==> config.mk <==
export PLATFORM = sky130hd
export DESIGN_NAME = node_info_and_csr_map
export DESIGN_NICKNAME = d
export VERILOG_FILES = /design/src/csr_addr_decode.v /design/src/node_info_and_csr_map.v
export VERILOG_INCLUDE_DIRS = /design/src
export SDC_FILE = /design/constraint.sdc
export NUM_CORES = 1
export LEC_CHECK = 0
export BUFFER_PORTS_ARGS = -buffer_cell sky130_fd_sc_hd__buf_2
export CORE_AREA = 2 2 106 108
export CTS_CLUSTER_DIAMETER = 40
export DETAILED_ROUTE_END_ITERATION = 10
export DIE_AREA = 0 0 108 110
export PLACE_DENSITY = 0.73
export SLEW_MARGIN = 20
export SYNTH_ARGS = -nofsm -noshare
export SYNTH_HDL_FRONTEND = slang
export SYNTH_SLANG_ARGS = --single-unit
==> constraint.sdc <==
create_clock -name i_core_clk -period 4.8 [get_ports i_core_clk]
set_input_delay 0 -clock i_core_clk [delete_from_list [all_inputs] [get_ports i_core_clk]]
set_output_delay 0 -clock i_core_clk [all_outputs]
set_load 0.1 [all_outputs]
==> src/node_info_defs.vh <==
`ifndef NODE_INFO_DEFS_VH
`define NODE_INFO_DEFS_VH

// identification and capability register byte offsets
`define OFS_CONTROLLER_TYPE     16'h0000
`define OFS_CONTROLLER_REVISION 16'h0001
`define OFS_BUILD_LO            16'h0002
`define OFS_BUILD_HI            16'h0003
`define OFS_MAPPING_UNIT_COUNT  16'h0004
`define OFS_SYNC_UNIT_COUNT     16'h0005
`define OFS_PROCESS_RAM_SIZE    16'h0006
`define OFS_PORT_DESCRIPTOR     16'h0007

// fixed capability values
`define RST_MAPPING_UNIT_COUNT  8'h08
`define RST_SYNC_UNIT_COUNT     8'h08
`define RST_PROCESS_RAM_SIZE    8'h08

// build register field positions
`define BUILD_MINOR_LSB         4
`define BUILD_MAINT_LSB         0

// port configuration codes and field positions
`define PORT_CFG_ABSENT         2'h0
`define PORT_CFG_UNCONF         2'h1
`define PORT_CFG_RSVD           2'h2
`define PORT_CFG_MII            2'h3
`define PORT0_LSB               0
`define PORT1_LSB               2
`define PORT2_LSB               4
`define PORT3_LSB               6

// address map
`define INFO_LAST               16'h0007
`define LMU_BASE                16'h0600
`define LMU_LAST                16'h067F
`define RSVD_A_BASE             16'h0680
`define RSVD_A_LAST             16'h06FF
`define SYNC_BASE               16'h0800
`define SYNC_LAST               16'h083F
`define RSVD_B_BASE             16'h0840
`define RSVD_B_LAST             16'h087F
`define DTU_BASE                16'h0900
`define DTU_LAST                16'h09FF
`define USER_BASE               16'h0F80
`define USER_LAST               16'h0FFF
`define PRAM_BASE               16'h1000
`define PRAM_LAST               16'h2FFF
`define DIGIN_BASE              16'h1000
`define DIGIN_LAST              16'h1003

// offsets within one mapping unit set (16 bytes)
`define LMU_OFS_LOG_START       4'h0
`define LMU_OFS_LENGTH          4'h4
`define LMU_OFS_START_BIT       4'h6
`define LMU_OFS_STOP_BIT        4'h7
`define LMU_OFS_PHYS_START      4'h8
`define LMU_OFS_PHYS_BIT        4'hA
`define LMU_OFS_TYPE            4'hB
`define LMU_OFS_ACTIVATE        4'hC

// offsets within one sync unit set (8 bytes)
`define SYNC_OFS_START          3'h0
`define SYNC_OFS_LENGTH         3'h2
`define SYNC_OFS_CONTROL        3'h4
`define SYNC_OFS_STATUS         3'h5
`define SYNC_OFS_ACTIVATE       3'h6
`define SYNC_OFS_LOCAL_CTRL     3'h7

// region codes
`define RGN_INFO                4'h0
`define RGN_LMU                 4'h1
`define RGN_SYNC                4'h2
`define RGN_DTU                 4'h3
`define RGN_USER                4'h4
`define RGN_PRAM                4'h5
`define RGN_DIGIN               4'h6
`define RGN_RSVD                4'h7
`define RGN_CORE                4'h8
`define RGN_NONE                4'h9

// field codes
`define FLD_NONE                4'h0
`define FLD_LOG_START           4'h1
`define FLD_LENGTH              4'h2
`define FLD_START_BIT           4'h3
`define FLD_STOP_BIT            4'h4
`define FLD_PHYS_START          4'h5
`define FLD_PHYS_BIT            4'h6
`define FLD_TYPE                4'h7
`define FLD_ACTIVATE            4'h8
`define FLD_CONTROL             4'h9
`define FLD_STATUS              4'hA
`define FLD_LOCAL_CTRL          4'hB
`define FLD_RSVD                4'hC

// host indirect command lengths in bytes
`define CMD_LEN_1               3'h1
`define CMD_LEN_2               3'h2
`define CMD_LEN_4               3'h4

`endif

==> src/csr_addr_decode.v <==
`timescale 1ns/1ps
`include "node_info_defs.vh"

module csr_addr_decode (
   // address in
   input  wire [15:0] i_addr,
   input  wire        i_digio_mode,
   // decode out
   output reg  [3:0]  o_region,
   output reg  [2:0]  o_unit,
   output reg  [3:0]  o_field,
   output reg  [1:0]  o_fbyte
);

   always @* begin
      o_region = `RGN_NONE;
      o_unit   = 3'h0;
      o_field  = `FLD_NONE;
      o_fbyte  = 2'h0;
      if (i_addr <= `INFO_LAST) begin
         o_region = `RGN_INFO;
      end else if (i_addr >= `LMU_BASE && i_addr <= `LMU_LAST) begin
         o_region = `RGN_LMU;
         o_unit   = i_addr[6:4];
         if (i_addr[3:0] < `LMU_OFS_LENGTH) begin
            o_field = `FLD_LOG_START;
            o_fbyte = i_addr[1:0];
         end else if (i_addr[3:0] < `LMU_OFS_START_BIT) begin
            o_field = `FLD_LENGTH;
            o_fbyte = {1'b0, i_addr[0]};
         end else if (i_addr[3:0] == `LMU_OFS_START_BIT) begin
            o_field = `FLD_START_BIT;
         end else if (i_addr[3:0] == `LMU_OFS_STOP_BIT) begin
            o_field = `FLD_STOP_BIT;
         end else if (i_addr[3:0] < `LMU_OFS_PHYS_BIT) begin
            o_field = `FLD_PHYS_START;
            o_fbyte = {1'b0, i_addr[0]};
         end else if (i_addr[3:0] == `LMU_OFS_PHYS_BIT) begin
            o_field = `FLD_PHYS_BIT;
         end else if (i_addr[3:0] == `LMU_OFS_TYPE) begin
            o_field = `FLD_TYPE;
         end else if (i_addr[3:0] == `LMU_OFS_ACTIVATE) begin
            o_field = `FLD_ACTIVATE;
         end else begin
            o_field = `FLD_RSVD;
         end
      end else if (i_addr >= `RSVD_A_BASE && i_addr <= `RSVD_A_LAST) begin
         o_region = `RGN_RSVD;
      end else if (i_addr >= `SYNC_BASE && i_addr <= `SYNC_LAST) begin
         o_region = `RGN_SYNC;
         o_unit   = i_addr[5:3];
         case (i_addr[2:0])
            `SYNC_OFS_START, 3'h1: begin
               o_field = `FLD_PHYS_START;
               o_fbyte = {1'b0, i_addr[0]};
            end
            `SYNC_OFS_LENGTH, 3'h3: begin
               o_field = `FLD_LENGTH;
               o_fbyte = {1'b0, i_addr[0]};
            end
            `SYNC_OFS_CONTROL:    o_field = `FLD_CONTROL;
            `SYNC_OFS_STATUS:     o_field = `FLD_STATUS;
            `SYNC_OFS_ACTIVATE:   o_field = `FLD_ACTIVATE;
            `SYNC_OFS_LOCAL_CTRL: o_field = `FLD_LOCAL_CTRL;
            default:              o_field = `FLD_NONE;
         endcase
      end else if (i_addr >= `RSVD_B_BASE && i_addr <= `RSVD_B_LAST) begin
         o_region = `RGN_RSVD;
      end else if (i_addr >= `DTU_BASE && i_addr <= `DTU_LAST) begin
         o_region = `RGN_DTU;
      end else if (i_addr >= `USER_BASE && i_addr <= `USER_LAST) begin
         o_region = `RGN_USER;
      end else if (i_digio_mode && i_addr >= `DIGIN_BASE && i_addr <= `DIGIN_LAST) begin
         o_region = `RGN_DIGIN;
         o_fbyte  = i_addr[1:0];
      end else if (i_addr >= `PRAM_BASE && i_addr <= `PRAM_LAST) begin
         o_region = `RGN_PRAM;
      end else if (i_addr < `PRAM_BASE) begin
         o_region = `RGN_CORE;
      end
   end

endmodule

==> src/node_info_and_csr_map.v <==
`timescale 1ns/1ps
`include "node_info_defs.vh"

module node_info_and_csr_map #(
   parameter [7:0] TYPE_CODE  = 8'h5A, // arbitrary neutral value
   parameter [7:0] REV_CODE   = 8'h01, // arbitrary neutral value
   parameter [3:0] BUILD_MINOR = 4'h0,
   parameter [3:0] BUILD_MAINT = 4'h0
) (
   // clock and reset
   input  wire        i_core_clk,
   input  wire        i_rstn,
   // straps and mode
   input  wire        i_three_port_strap,
   input  wire        i_digio_mode,
   input  wire [31:0] i_digio_in,
   // network side byte access
   input  wire        i_net_req,
   input  wire        i_net_wr,
   input  wire [15:0] i_net_addr,
   input  wire [7:0]  i_net_wdata,
   output reg  [7:0]  o_net_rdata,
   output reg         o_net_ack,
   // local host port indirect access
   input  wire        i_host_cmd_wr,
   input  wire [15:0] i_host_cmd_addr,
   input  wire [2:0]  i_host_cmd_len,
   input  wire        i_host_cmd_rnw,
   input  wire        i_host_data_wr,
   input  wire [31:0] i_host_data_wdata,
   output reg  [31:0] o_host_data_rdata,
   output wire        o_host_busy,
   // core register and RAM access toward the rest of the core
   output wire        o_ext_rd,
   output wire        o_ext_wr,
   output wire [15:0] o_ext_addr,
   output wire [7:0]  o_ext_wdata,
   output wire [3:0]  o_ext_region,
   output wire [2:0]  o_ext_unit,
   output wire [3:0]  o_ext_field,
   output wire [1:0]  o_ext_fbyte,
   input  wire [7:0]  i_ext_rdata
);

   localparam ST_IDLE = 1'b0;
   localparam ST_RUN  = 1'b1;

   ////////////////////////////////////////////////////////////////////////////////
   // strap capture

   // caught on the first edge after release, never by the reset itself
   reg        strap_done_q;
   reg        three_port_q;

   always @(posedge i_core_clk or negedge i_rstn) begin
      if (!i_rstn) begin
         strap_done_q <= 1'b0;
         three_port_q <= 1'b0;
      end else if (!strap_done_q) begin
         strap_done_q <= 1'b1;
         three_port_q <= i_three_port_strap;
      end
   end

   ////////////////////////////////////////////////////////////////////////////////
   // identification values

   wire [15:0] build_word;
   wire [1:0]  port2_cfg;
   wire [7:0]  port_desc;

   assign build_word = {8'h00, BUILD_MINOR, BUILD_MAINT};
   assign port2_cfg  = three_port_q ? `PORT_CFG_MII : `PORT_CFG_UNCONF;
   assign port_desc  = {`PORT_CFG_ABSENT,
                        port2_cfg,
                        `PORT_CFG_MII,
                        `PORT_CFG_MII};

   ////////////////////////////////////////////////////////////////////////////////
   // host indirect engine state

   reg         state_q;
   reg         state_d;
   reg  [15:0] haddr_q;
   reg  [2:0]  hlen_q;
   reg  [2:0]  hcnt_q;
   reg  [2:0]  hcnt_d;
   reg         hrnw_q;
   reg  [31:0] hdata_q;
   reg  [31:0] hdata_d;
   wire        cmd_ok;
   wire        host_slot;
   wire [15:0] host_byte_addr;
   wire [7:0]  host_wbyte;

   assign cmd_ok = (i_host_cmd_len == `CMD_LEN_1) ||
                   (i_host_cmd_len == `CMD_LEN_2) ||
                   (i_host_cmd_len == `CMD_LEN_4);

   // network side wins every cycle it asks; host bytes use idle cycles
   assign host_slot      = (state_q == ST_RUN) && !i_net_req;
   assign host_byte_addr = haddr_q + {13'h0000, hcnt_q};
   assign host_wbyte     = hdata_q[{hcnt_q[1:0], 3'b000} +: 8];
   assign o_host_busy    = (state_q == ST_RUN);

   ////////////////////////////////////////////////////////////////////////////////
   // shared access selection and decode

   wire        acc;
   wire        acc_wr;
   wire [15:0] acc_addr;
   wire [7:0]  acc_wdata;
   wire [3:0]  region;
   wire [2:0]  unit;
   wire [3:0]  field;
   wire [1:0]  fbyte;
   wire        forward;

   assign acc       = i_net_req || host_slot;
   assign acc_wr    = i_net_req ? i_net_wr : !hrnw_q;
   assign acc_addr  = i_net_req ? i_net_addr : host_byte_addr;
   assign acc_wdata = i_net_req ? i_net_wdata : host_wbyte;

   csr_addr_decode u_decode (
      .i_addr       (acc_addr),
      .i_digio_mode (i_digio_mode),
      .o_region     (region),
      .o_unit       (unit),
      .o_field      (field),
      .o_fbyte      (fbyte)
   );

   // info, overlay and reserved bytes are answered here and never forwarded
   assign forward = (region != `RGN_INFO) && (region != `RGN_DIGIN) &&
                    (region != `RGN_RSVD) && (region != `RGN_NONE);

   assign o_ext_rd     = acc && !acc_wr && forward;
   assign o_ext_wr     = acc && acc_wr && forward;
   assign o_ext_addr   = acc_addr;
   assign o_ext_wdata  = acc_wdata;
   assign o_ext_region = region;
   assign o_ext_unit   = unit;
   assign o_ext_field  = field;
   assign o_ext_fbyte  = fbyte;

   ////////////////////////////////////////////////////////////////////////////////
   // read byte mux

   reg [7:0] rd_byte;

   always @* begin
      rd_byte = 8'h00;
      case (region)
         `RGN_INFO: begin
            case (acc_addr[2:0])
               3'h0:    rd_byte = TYPE_CODE;
               3'h1:    rd_byte = REV_CODE;
               3'h2:    rd_byte = build_word[7:0];
               3'h3:    rd_byte = build_word[15:8];
               3'h4:    rd_byte = `RST_MAPPING_UNIT_COUNT;
               3'h5:    rd_byte = `RST_SYNC_UNIT_COUNT;
               3'h6:    rd_byte = `RST_PROCESS_RAM_SIZE;
               3'h7:    rd_byte = port_desc;
               default: rd_byte = 8'h00;
            endcase
         end
         `RGN_DIGIN: rd_byte = i_digio_in[{fbyte, 3'b000} +: 8];
         `RGN_RSVD:  rd_byte = 8'h00;
         `RGN_NONE:  rd_byte = 8'h00;
         default:    rd_byte = i_ext_rdata;
      endcase
   end

   ////////////////////////////////////////////////////////////////////////////////
   // network side answer

   // one byte per request, answered on the following edge
   always @(posedge i_core_clk or negedge i_rstn) begin
      if (!i_rstn) begin
         o_net_ack   <= 1'b0;
         o_net_rdata <= 8'h00;
      end else begin
         o_net_ack <= i_net_req;
         if (i_net_req && !i_net_wr) begin
            o_net_rdata <= rd_byte;
         end
      end
   end

   ////////////////////////////////////////////////////////////////////////////////
   // host indirect engine

   always @* begin
      state_d = state_q;
      hcnt_d  = hcnt_q;
      hdata_d = hdata_q;
      case (state_q)
         ST_IDLE: begin
            if (i_host_data_wr) begin
               hdata_d = i_host_data_wdata;
            end
            if (i_host_cmd_wr && cmd_ok) begin
               state_d = ST_RUN;
               hcnt_d  = 3'h0;
               if (i_host_cmd_rnw) begin
                  hdata_d = 32'h00000000;
               end
            end
         end
         ST_RUN: begin
            // command and data writes while busy are dropped
            if (host_slot) begin
               if (hrnw_q) begin
                  hdata_d[{hcnt_q[1:0], 3'b000} +: 8] = rd_byte;
               end
               hcnt_d = hcnt_q + 3'h1;
               if (hcnt_q + 3'h1 == hlen_q) begin
                  state_d = ST_IDLE;
               end
            end
         end
         default: state_d = ST_IDLE;
      endcase
   end

   always @(posedge i_core_clk or negedge i_rstn) begin
      if (!i_rstn) begin
         state_q <= ST_IDLE;
         haddr_q <= 16'h0000;
         hlen_q  <= 3'h0;
         hcnt_q  <= 3'h0;
         hrnw_q  <= 1'b1;
         hdata_q <= 32'h00000000;
      end else begin
         state_q <= state_d;
         hcnt_q  <= hcnt_d;
         hdata_q <= hdata_d;
         if (state_q == ST_IDLE && i_host_cmd_wr && cmd_ok) begin
            haddr_q <= i_host_cmd_addr;
            hlen_q  <= i_host_cmd_len;
            hrnw_q  <= i_host_cmd_rnw;
         end
      end
   end

   always @* begin
      o_host_data_rdata = hdata_q;
   end

endmodule

==> run_results.csv, run 1 <==
group,metric,value,unit
power_and_ir_drop,cellLeakagePower,3.145,nW
layout,area_growth,41.27,%
layout,final_common_cell,"buf_2",
clocking,cts.sinks,67,
layout,final_cells,911,
die,die_y,110,um
clocking,cts_tree,"built",
timing,fmax,0.2404,GHz
setup_path,path_class,"reg -> reg",
clocking,path_clk_slew,0.08,ns
layout,multi_input_area,0.002927,mm2
timing,min_period_over_period,86.65,%
place,place_hpwl,12.46,mm
worst_hold_path,hp-class,"in -> reg",
layout,fillCellCount,918,
synth,syn-instance-count,514,
global_route,grt_max_degree,68,
clocking,cts.root.buffer_cell,"clkbuf_8",
routing,ant_nets,0,
global_route,grt_pass1_vias,5177,
setup_path,cp_max_fo,13,
global_route,track_usage,28.51,%
routing,drt-vias-per-instance,5.834,
synth,postSynth.asyncResetShare,100.0,%
synth,ys_seq_elements,67,
timing,slew_viol_final,0,
die,core,0.01070,mm2
layout,layout_common_cells,"204 x buf_2, 70 x nand2_1, 66 x dfrtp_1, 55 x dlygate4sd3_1, 33 x a22oi_1",
status,status,"complete, no violations",
layout,drive_above_1_share,39.43,%
place,io_buffers,204,
routing,wirelength,17.04,mm
timing,whs,0.04671,ns
clocking,htreeDepth,3,
die,start_util,44.23,%
job,drv_cap,0,
clocking,cts_buffers,9,
global_route,grt_first_pass_wirelength,25.83,mm
setup_path,r2r_start,"hcnt_q[0]",
clocking,cts_buffer_depth,2,
synth,yosysSeqAreaShare,35.46,%
routing,drc,0,
power_and_ir_drop,peakVddDrop,0.6941,mV
place,dp.cells,840,
synth,synthesis.area,0.004732,mm2
worst_hold_path,min_delay_path_depth,3,
layout,antenna_cells,0,
layout,seq_area,0.001678,mm2
timing,tightest_slew,1.050,ns
timing,grt_setup_unrepaired,"false",
layout,final_nets,899,
setup_path,arrival,4.40,ns
synth,ys.flop_type,"dfrtp_1",
setup_path,rr_endpoint,"o_host_data_rdata[9]",
power_and_ir_drop,finalPower,0.005038,W
timing,finalSetupTns,0,ns
die,die_w,108,um
place,finalWeightedCongestion,0.9824,
setup_path,ff2ff_path_depth,13,
timing,hold_violations,0,
power_and_ir_drop,power_density,753.6,mW/mm2
worst_hold_path,min_to,"o_net_rdata[7]",
timing,finalClockSkew,0.008077,ns
timing,period_minus_slack,4.159,ns
synth,synth.avg_cell_area,9.206,um2
synth,synth_edf_count,0,
routing,routedWlPerCell,18.70,um
worst_hold_path,hp-start,"i_ext_rdata[7]",
setup_path,reg2reg_slack,0.64,ns
clocking,clock_latency,0.35,ns
global_route,antenna_found_initial,0,
synth,yosys_warnings,0,
setup_path,crit_path_start_kind,"flip-flop",
routing,first_pass_iters,5,
routing,vias,5315,
die,die_area,0.01188,mm2
setup_path,crit_path_end_kind,"flip-flop",
setup_path,crit_required,5.04,ns
routing,drt_iter0_drc,425,
die,io_pins,205,
synth,synth_fp_nets,647,
global_route,grt.overflow.total,0,
timing,maxSlewHeadroom,29.99,%
synth,yosysUniqueCellTypes,82,
timing,final-setup-viol-count,0,
die,row_count,38,
-- area by class of cell --
type,count,share of cell area (%)
multi-input combinational,401,43.78
clock buffer,10,2.059
sequential,67,25.10
inverter,23,1.291
clock inverter,6,1.086
tap,140,2.620
timing repair buffer,264,24.07
-- registers in the layout (all words and copies together) (netlist names) --
| name | flops |
|---|---|
| hcnt_q | 3 |
| o_net_rdata | 8 |
| hrnw_q | 1 |
| three_port_q | 1 |
| haddr_q | 16 |
| hlen_q | 3 |
| o_host_busy | 1 |
| o_net_ack | 1 |
| o_host_data_rdata | 32 |
| strap_done_q | 1 |
-- timing repair --
item	4_1_cts	5_1_grt
gates resized for setup	0	0
hold endpoints to repair	120	0
setup buffers	0	0
hold buffers	55	0
-- worst max-delay path: stages, from the launching register on --
cell      delay (ns)
dfrtp_1         0.36
ha_1            0.22
inv_1           0.07
fa_1            0.39
nand2b_1        0.26
a211oi_1        0.34
xor2_1          0.12
o32a_1          0.39
nor4_4          0.43
and4bb_2        0.49
o21ai_1         0.22
a21oi_1         0.25
o22ai_1         0.22
o21ai_0         0.26
-- how the worst max path moves through the flow --
stage | from | endpoint | slack, ns | depth (start not counted)
4_1_cts | hcnt_q[0] | o_host_data_rdata[9] | 0.69 | 13
6_report | hcnt_q[0] | o_host_data_rdata[9] | 0.64 | 13
2_1_floorplan | hcnt_q[1] | o_ext_field[2] | 0.01 | 11
5_1_grt | haddr_q[0] | o_ext_field[0] | 0.35 | 13
3_3_place_gp | haddr_q[0] | o_host_data_rdata[9] | 0.90 | 13
3_5_place_dp | hcnt_q[0] | o_host_data_rdata[9] | 0.72 | 13
-- synthesized netlist by cell type, types with 3 or more instances --
| cell type | number | area [um2] |
|---|---|---|
| mux2i_1 | 8 | 80.08 |
| mux2_2 | 32 | 360.4 |
| o211a_1 | 3 | 30.03 |
| nand2b_1 | 7 | 43.79 |
| xor2_1 | 4 | 35.03 |
| a31oi_1 | 4 | 25.02 |
| nor2b_1 | 7 | 43.79 |
| nand2_1 | 70 | 262.8 |
| mux4_2 | 8 | 180.2 |
| ha_1 | 8 | 100.1 |
| buf_2 | 3 | 15.01 |
| o21ai_1 | 22 | 110.1 |
| o21ai_0 | 32 | 160.2 |
| inv_2 | 3 | 11.26 |
| nand4_1 | 7 | 43.79 |
| a22oi_1 | 33 | 247.7 |
| o31ai_1 | 3 | 22.52 |
| buf_1 | 4 | 15.01 |
| nor3_1 | 8 | 40.04 |
| inv_1 | 18 | 67.56 |
| dfrtp_1 | 66 | 1652 |
| a21oi_1 | 22 | 110.1 |
| clkbuf_1 | 15 | 56.30 |
| nor2_1 | 21 | 78.83 |
| o22ai_1 | 7 | 43.79 |
| nand3_1 | 12 | 60.06 |
| and2_1 | 7 | 43.79 |
| xnor2_1 | 8 | 70.07 |
| a21oi_2 | 3 | 26.28 |
-- where the power goes --
| part | internal (W) | switching (W) |
|---|---|---|
| logic | 0.000819 | 0.00268 |
| clock network | 0.000259 | 0.000243 |
| registers | 0.000801 | 0.000235 |
-- logic make-up after synthesis --
| family | share of synthesized area, % |
|---|---|
| other cells | 0.07925 |
| xor+xnor | 2.565 |
| buf+inv | 3.807 |
| mux | 13.59 |
| fa+ha+maj | 2.750 |
| simple gates | 17.66 |
| compound gates | 24.09 |
| flops | 35.46 |
-- metrics by stage --
stage,instance area [um2],utilization (%),setup slack [ns]
6_report,6685,62.49,0.6409
5_1_grt,6685,62.49,0.3535
4_1_cts,6684,62.48,0.6910
3_5_place_dp,5923,55.37,0.7232
3_3_place_gp,5923,55.37,0.9035
2_1_floorplan,4780,-,0.01483
-- metal layers --
layer	vias to the layer above	global-route usage [%]	routed length, um
li1	2434	-	-
met1	2520	34.67	6707
met2	311	49.24	8379
met3	50	6.643	1423
met4	0	11.17	524
met5	-	0	0
No activity file was read; power rests on OpenSTA's default activity.
==> inputs of run 2 (changes only) <==
--- a/config.mk
+++ b/config.mk
@@ -7,12 +7,13 @@
 export NUM_CORES = 1
 export LEC_CHECK = 0
 export BUFFER_PORTS_ARGS = -buffer_cell sky130_fd_sc_hd__buf_2
-export CORE_AREA = 2 2 106 108
+export CORE_AREA = 2 2 102 104
 export CTS_CLUSTER_DIAMETER = 40
 export DETAILED_ROUTE_END_ITERATION = 10
-export DIE_AREA = 0 0 108 110
-export PLACE_DENSITY = 0.73
+export DIE_AREA = 0 0 104 106
+export PLACE_DENSITY = 0.78
 export SLEW_MARGIN = 20
 export SYNTH_ARGS = -nofsm -noshare
 export SYNTH_HDL_FRONTEND = slang
+export SYNTH_HIERARCHICAL = 1
 export SYNTH_SLANG_ARGS = --single-unit
==> constraint.sdc (replaced) <==
create_clock -name i_core_clk -period 4 [get_ports i_core_clk]
set_input_delay 0 -clock i_core_clk [delete_from_list [all_inputs] [get_ports i_core_clk]]
set_output_delay 0 -clock i_core_clk [all_outputs]
set_load 0.1 [all_outputs]
==> run_results.csv, run 2 <==
group,metric,value,unit
status,status,"finished with violations",
status,violations,"setup timing",
routing,drt-vias-per-instance,5.757,
routing,drc,0,
power_and_ir_drop,peakVddDrop,0.7144,mV
worst_hold_path,hp-start,"i_ext_rdata[1]",
setup_path,path_cells,"ha_4 > inv_2 > fa_2 > nand2b_4 > a21oi_4 > buf_4 > nand3_2 > xor2_2 > o21ai_4 > or3_4 > or4_4 > a21oi_4 > buf_4 > mux4_2 > a22oi_2 > a21oi_4 > a221o_1",
layout,final_cells,942,
synth,postSynth.asyncResetShare,100.0,%
synth,yosysSeqAreaShare,35.63,%
clocking,cts_buffer_depth,2,
layout,seq_area,0.001679,mm2
timing,slew_viol_final,0,
die,die_area,0.01102,mm2
setup_path,crit_slowest_cell,"mux4_2",
place,place_hpwl,12.05,mm
setup_path,r2r_start,"haddr_q[0]",
clocking,clock_latency,0.36,ns
routing,wirelength,17.92,mm
synth,ys_seq_elements,67,
routing,vias,5423,
clocking,htreeDepth,3,
timing,maxSlewHeadroom,39.96,%
synth,synth_area_leader_cell,"dfrtp_1",
routing,first_pass_iters,6,
clocking,cts.root.buffer_cell,"clkbuf_8",
synth,synthTopCellsByCount,"73 x nand2_1, 66 x dfrtp_1, 38 x o21ai_0",
synth,synth_top_area_share,35.07,%
global_route,track_usage,31.70,%
setup_path,cpMostUsedCell,"a21oi_4",
layout,fillCellCount,663,
synth,synth.avg_cell_area,9.611,um2
global_route,grt_pass1_vias,5523,
synth,yosysUniqueCellTypes,65,
setup_path,arrival,4.50,ns
die,row_count,37,
synth,synthTopCellsByArea,"dfrtp_1 35%, mux4_2 7.7%, mux2_2 6.5%",
clocking,cts_tree,"built",
power_and_ir_drop,cellLeakagePower,3.652,nW
timing,fmax,0.2344,GHz
job,drv_cap,0,
routing,routedWlPerCell,19.02,um
timing,period_minus_slack,4.267,ns
clocking,cts.sinks,67,
setup_path,max_stage_delay,0.53,ns
setup_path,reg2reg_slack,-0.27,ns
timing,setup_ws,-0.2667,ns
setup_path,ff2ff_path_depth,17,
global_route,grt_first_pass_wirelength,27.49,mm
timing,tightest_slew,0.8947,ns
clocking,cts_buffers,9,
layout,largest_reg_flops,32,
clocking,path_clk_slew,0.08,ns
layout,final_nets,934,
routing,ant_nets,0,
timing,min_period_over_period,106.7,%
timing,finalClockSkew,0.01777,ns
place,finalWeightedCongestion,1.009,
routing,drt_iter0_drc,549,
synth,synth_most_common_cell,"nand2_1",
global_route,grt_max_degree,68,
layout,final_common_cell,"buf_2",
place,dp.cells,856,
setup_path,crit_path_end_kind,"flip-flop",
worst_hold_path,min_delay_path_depth,3,
die,die_w,104,um
worst_hold_path,hp-class,"in -> reg",
setup_path,path_class,"reg -> reg",
layout,layout_common_cells,"197 x buf_2, 67 x nand2_1, 65 x dfrtp_1, 65 x buf_4, 54 x dlygate4sd3_1",
timing,grt_setup_unrepaired,"true",
synth,syn-instance-count,490,
die,io_pins,205,
power_and_ir_drop,finalPower,0.007051,W
synth,yosys_warnings,6,
setup_path,crit_path_start_kind,"flip-flop",
synth,synth_fp_nets,623,
power_and_ir_drop,power_density,924.1,mW/mm2
timing,final-setup-viol-count,42,
layout,antenna_cells,0,
synth,synth_edf_count,0,
setup_path,crit_required,4.23,ns
global_route,grt.overflow.total,0,
layout,multi_input_area,0.003277,mm2
synth,synthesis.area,0.004710,mm2
timing,hold_violations,0,
global_route,antenna_found_initial,0,
synth,ys.flop_type,"dfrtp_1",
setup_path,rr_endpoint,"o_host_data_rdata[26]",
die,die_y,106,um
worst_hold_path,min_to,"o_net_rdata[1]",
layout,drive_above_1_share,50.50,%
setup_path,cp_max_fo,5,
die,start_util,47.10,%
die,core,0.01000,mm2
layout,area_growth,62.01,%
place,io_buffers,204,
run 2: worst max-delay path, delay by kind of cell, from the launching register on:
kind / cells / cell delay (ns)
xor gates and xnor gates: 1 / 0.19
muxes: 1 / 0.53
AOI/OAI and AO/OA: 6 / 1.11
buffers and inverters: 3 / 0.33
and+or+nand+nor: 4 / 1.09
DFF: 1 / 0.40
adders and majority gates: 2 / 0.50
run 2: worst max path at each step:
stage	to	startpoint	slack [ns]
2_1_floorplan	o_host_data_rdata[14]	hcnt_q[1]	-0.94
3_3_place_gp	o_host_data_rdata[6]	haddr_q[0]	-0.1
3_5_place_dp	o_host_data_rdata[6]	haddr_q[0]	-0.25
4_1_cts	o_host_data_rdata[6]	haddr_q[0]	-0.16
5_1_grt	o_host_data_rdata[15]	haddr_q[0]	-0.39
6_report	o_host_data_rdata[26]	haddr_q[0]	-0.27
run 2: metal layers:
metal | vias up | track usage [%] | share of wire [%]
li1 | 2435 | - | -
met1 | 2566 | 36.85 | 37
met2 | 358 | 55.03 | 50
met3 | 64 | 7.419 | 8.0
met4 | 0 | 15.93 | 4.3
met5 | - | 0 | 0
run 2: cell families after synthesis:
family	after synthesis	synth area share, %
buf+inv	46	4.729
mux	46	14.77
xor+xnor	21	3.905
fa+ha+maj	9	2.551
flops	67	35.63
other cells	1	0.07963
simple gates	166	18.25
compound gates	134	20.09
run 2: repair_timing:
item,CTS,global route
buffers inserted,9,5
hold buffers,54,0
endpoints found under the setup margin,42,45
hold endpoints to repair,119,0
resized for setup,15,9
pin swaps,22,8
run 2: report_power, final:
group	switching [W]	total (W)	internal, W
Sequential	0.000295	0.00128	0.000987
Combinational	0.00363	0.00507	0.00144
Clock	0.000283	0.000702	0.000419
Total	0.00421	0.00705	0.00284
run 2: layout make-up:
type,instances,share of cell area (%)
Clock buffer,9,1.623
Clock inverter,7,1.623
Inverter,18,0.9183
Multi-Input combinational cell,377,42.95
Sequential cell,67,22.01
Tap cell,136,2.230
Timing Repair Buffer,328,28.65
run 2: through the flow:
stage / worst slack (ns) / util (%) / setup TNS (ns) / area, um2 / hold slack [ns]
after global placement: -0.09970 / 66.13 / -1.593 / 6613 / 0.2307
after floorplan: -0.9408 / - / -35.02 / 5125 / -0.2956
after CTS: -0.1619 / 75.36 / -3.414 / 7536 / 0.02343
final: -0.2667 / 76.30 / -7.521 / 7630 / 0.04002
after detailed placement: -0.2486 / 66.13 / -6.014 / 6613 / 0.2364
after global routing: -0.3949 / 76.30 / -13.49 / 7630 / 0.03908
==> inputs of run 3 (changes only) <==
--- a/config.mk
+++ b/config.mk
@@ -11,6 +11,7 @@
 export CTS_CLUSTER_DIAMETER = 40
 export DETAILED_ROUTE_END_ITERATION = 10
 export DIE_AREA = 0 0 104 106
+export MAX_ROUTING_LAYER = met4
 export PLACE_DENSITY = 0.78
 export SLEW_MARGIN = 20
 export SYNTH_ARGS = -nofsm -noshare
==> run_results.csv, run 3 (same netlist as run 2, synthesis figures left out) <==
group,metric,value,unit
status,status,"finished with violations",
status,violations,"setup timing",
setup_path,path_cells,"ha_4 > inv_2 > fa_2 > nand2b_4 > a21oi_4 > buf_4 > nand3_1 > xor2_1 > o21ai_4 > nor4_2 > nand4_1 > nand2_1 > a21oi_4 > buf_6 > mux4_2 > nand2_2 > o21ai_4 > a222oi_1 > inv_1",
job,drv_cap,0,
timing,period_minus_slack,4.200,ns
clocking,path_clk_slew,0.08,ns
setup_path,cp_max_fo,6,
layout,largest_reg_flops,32,
power_and_ir_drop,power_frac_comb,73.7,%
setup_path,path_class,"reg -> reg",
routing,ant_nets,0,
timing,setup_ws,-0.2003,ns
layout,final_common_cell,"buf_2",
routing,drc,0,
setup_path,crit_slowest_cell,"nor4_2",
global_route,grt_first_pass_wirelength,28.51,mm
routing,drt_iter0_drc,437,
power_and_ir_drop,power_density,923.4,mW/mm2
die,die_area,0.01102,mm2
clocking,htreeDepth,3,
clocking,cts.sinks,67,
timing,grt_setup_unrepaired,"true",
clocking,clock_latency,0.36,ns
setup_path,cp_num_buf_inv,4,
die,core,0.01000,mm2
setup_path,crit_required,4.24,ns
routing,drt-vias-per-instance,5.878,
setup_path,cp_top_family,"simple AND/OR/NAND/NOR gates",
setup_path,crit_path_start_kind,"flip-flop",
power_and_ir_drop,seqPwrFrac,17.7,%
layout,final_area,0.007840,mm2
place,post_dp_cell_area,0.006590,mm2
timing,finalClockSkew,0.01379,ns
place,place_hpwl,12.16,mm
power_and_ir_drop,switching_share,59.61,%
die,start_util,47.10,%
global_route,grt_max_degree,68,
die,io_pins,205,
timing,hold_violations,0,
power_and_ir_drop,switching_power,0.004316,W
layout,layout_common_cells,"200 x buf_2, 65 x dfrtp_1, 65 x buf_4, 64 x nand2_1, 53 x dlygate4sd3_1",
clocking,cts_tree,"built",
timing,slew_viol_final,0,
global_route,track_usage,33.52,%
timing,whs,0.007015,ns
routing,routedWlPerCell,19.78,um
place,io_buffers,204,
setup_path,max_stage_delay,0.45,ns
setup_path,ff2ff_path_depth,19,
timing,maxSlewHeadroom,42.10,%
clocking,cts.root.buffer_cell,"clkbuf_8",
clocking,cts_buffer_depth,2,
global_route,grt_pass1_vias,5572,
power_and_ir_drop,p_clk_share,8.6,%
die,row_count,37,
timing,min_period_over_period,105.0,%
routing,wirelength,18.81,mm
worst_hold_path,min_delay_path_depth,3,
layout,drive_above_1_share,53.25,%
global_route,grt.overflow.total,0,
die,die_w,104,um
routing,vias,5590,
place,finalWeightedCongestion,1.031,
layout,area_growth,66.47,%
timing,tightest_slew,0.8684,ns
worst_hold_path,hp-class,"in -> reg",
setup_path,cp_num_cells,19,
power_and_ir_drop,peakVddDrop,0.8456,mV
timing,finalSetupTns,-5.499,ns
global_route,antenna_found_initial,0,
timing,fmax,0.2381,GHz
setup_path,crit_path_end_kind,"flip-flop",
die,die_y,106,um
layout,final_cells,951,
setup_path,arrival,4.44,ns
power_and_ir_drop,intPower,0.002924,W
layout,final_nets,943,
timing,final-setup-viol-count,42,
clocking,cts_buffers,9,
layout,antenna_cells,0,
routing,first_pass_iters,8,
power_and_ir_drop,cellLeakagePower,3.765,nW
place,dp.cells,853,
## run 3: cell count changes in the layout (fill, tap and decap cells not counted), moves of 2 or more
| cell | before | now |
|---|---|---|
| clkbuf_1 | 0 | 2 |
| clkinv_2 | 0 | 2 |
| o21ai_0 | 12 | 10 |
| o21ai_1 | 15 | 10 |
| inv_6 | 2 | 0 |
| buf_2 | 197 | 200 |
| buf_6 | 3 | 11 |
| nand2_1 | 67 | 64 |
| o21ai_2 | 2 | 9 |
| nand2_2 | 6 | 8 |
| and2_4 | 0 | 2 |
| clkbuf_4 | 3 | 0 |
## run 3: final cells by class
type,count,area (um2)
clock inverters,5,77.57
flip-flops and latches,67,1679
repair buffers,337,2306
multi-input cells,377,3406
fillers,615,2160
inverters,18,70.07
clock buffers,11,131.4
well taps,136,170.2
## run 3: power groups by stage
stage / combinational (W) / sequential, W / clock [W]
3_3_place_gp: 0.00472 / 0.00124 / 0
4_1_cts: 0.00506 / 0.00125 / 0.000621
3_5_place_dp: 0.00480 / 0.00126 / 0
6_report: 0.00534 / 0.00128 / 0.000621
2_1_floorplan: 0.00245 / 0.00256 / 0
5_1_grt: 0.00554 / 0.00131 / 0.000652
## run 3: worst paths after layout
check,startpoint,end,slack (ns)
worst max-delay path,haddr_q[0],o_host_data_rdata[15],-0.20
worst min-delay path,i_host_cmd_len[2],hlen_q[2],0.007
worst max register to register,haddr_q[0],o_host_data_rdata[15],-0.20
worst min register to register,o_net_rdata[2],o_net_rdata[2],0.51
max in group asynchronous,i_rstn,hcnt_q[0],2.94
min in group asynchronous,i_rstn,o_host_data_rdata[0],0.43
## run 3: stage by stage
step	util [%]	setup slack (ns)	power, W
final	78.40	-0.2003	0.007240
after floorplan	-	-0.9408	0.005013
after global routing	78.40	-0.4091	0.007508
after global placement	65.90	-0.1025	0.005956
after CTS	75.40	-0.1058	0.006935
after detailed placement	65.90	-0.1957	0.006054
## run 3: what timing repair did
action / in CTS / in global routing
endpoints found under the setup margin: 42 / 42
gates resized for setup: 26 / 31
hold endpoints to repair: 118 / 0
buffers inserted: 8 / 19
hold buffers: 53 / 0
pin swaps: 23 / 23
gates cloned: 1 / 0
## run 3: layer usage
metal	part of all wire (%)	vias up	global-route usage (%)
li1	-	2445	-
met1	36	2661	38.52
met2	50	374	55.78
met3	7.5	110	5.641
met4	6.8	0	19.50
met5	0	-	-
## run 3: worst register-to-register path: cells and delay by family, from the launching register on
kind / cells / cell delay, ns
DFF: 1 / 0.40
adders and majority gates: 2 / 0.49
and+or+nand+nor: 6 / 1.28
muxes: 1 / 0.45
buffers and inverters: 4 / 0.36
xor gates and xnor gates: 1 / 0.35
AOI/OAI and AO/OA: 5 / 0.77
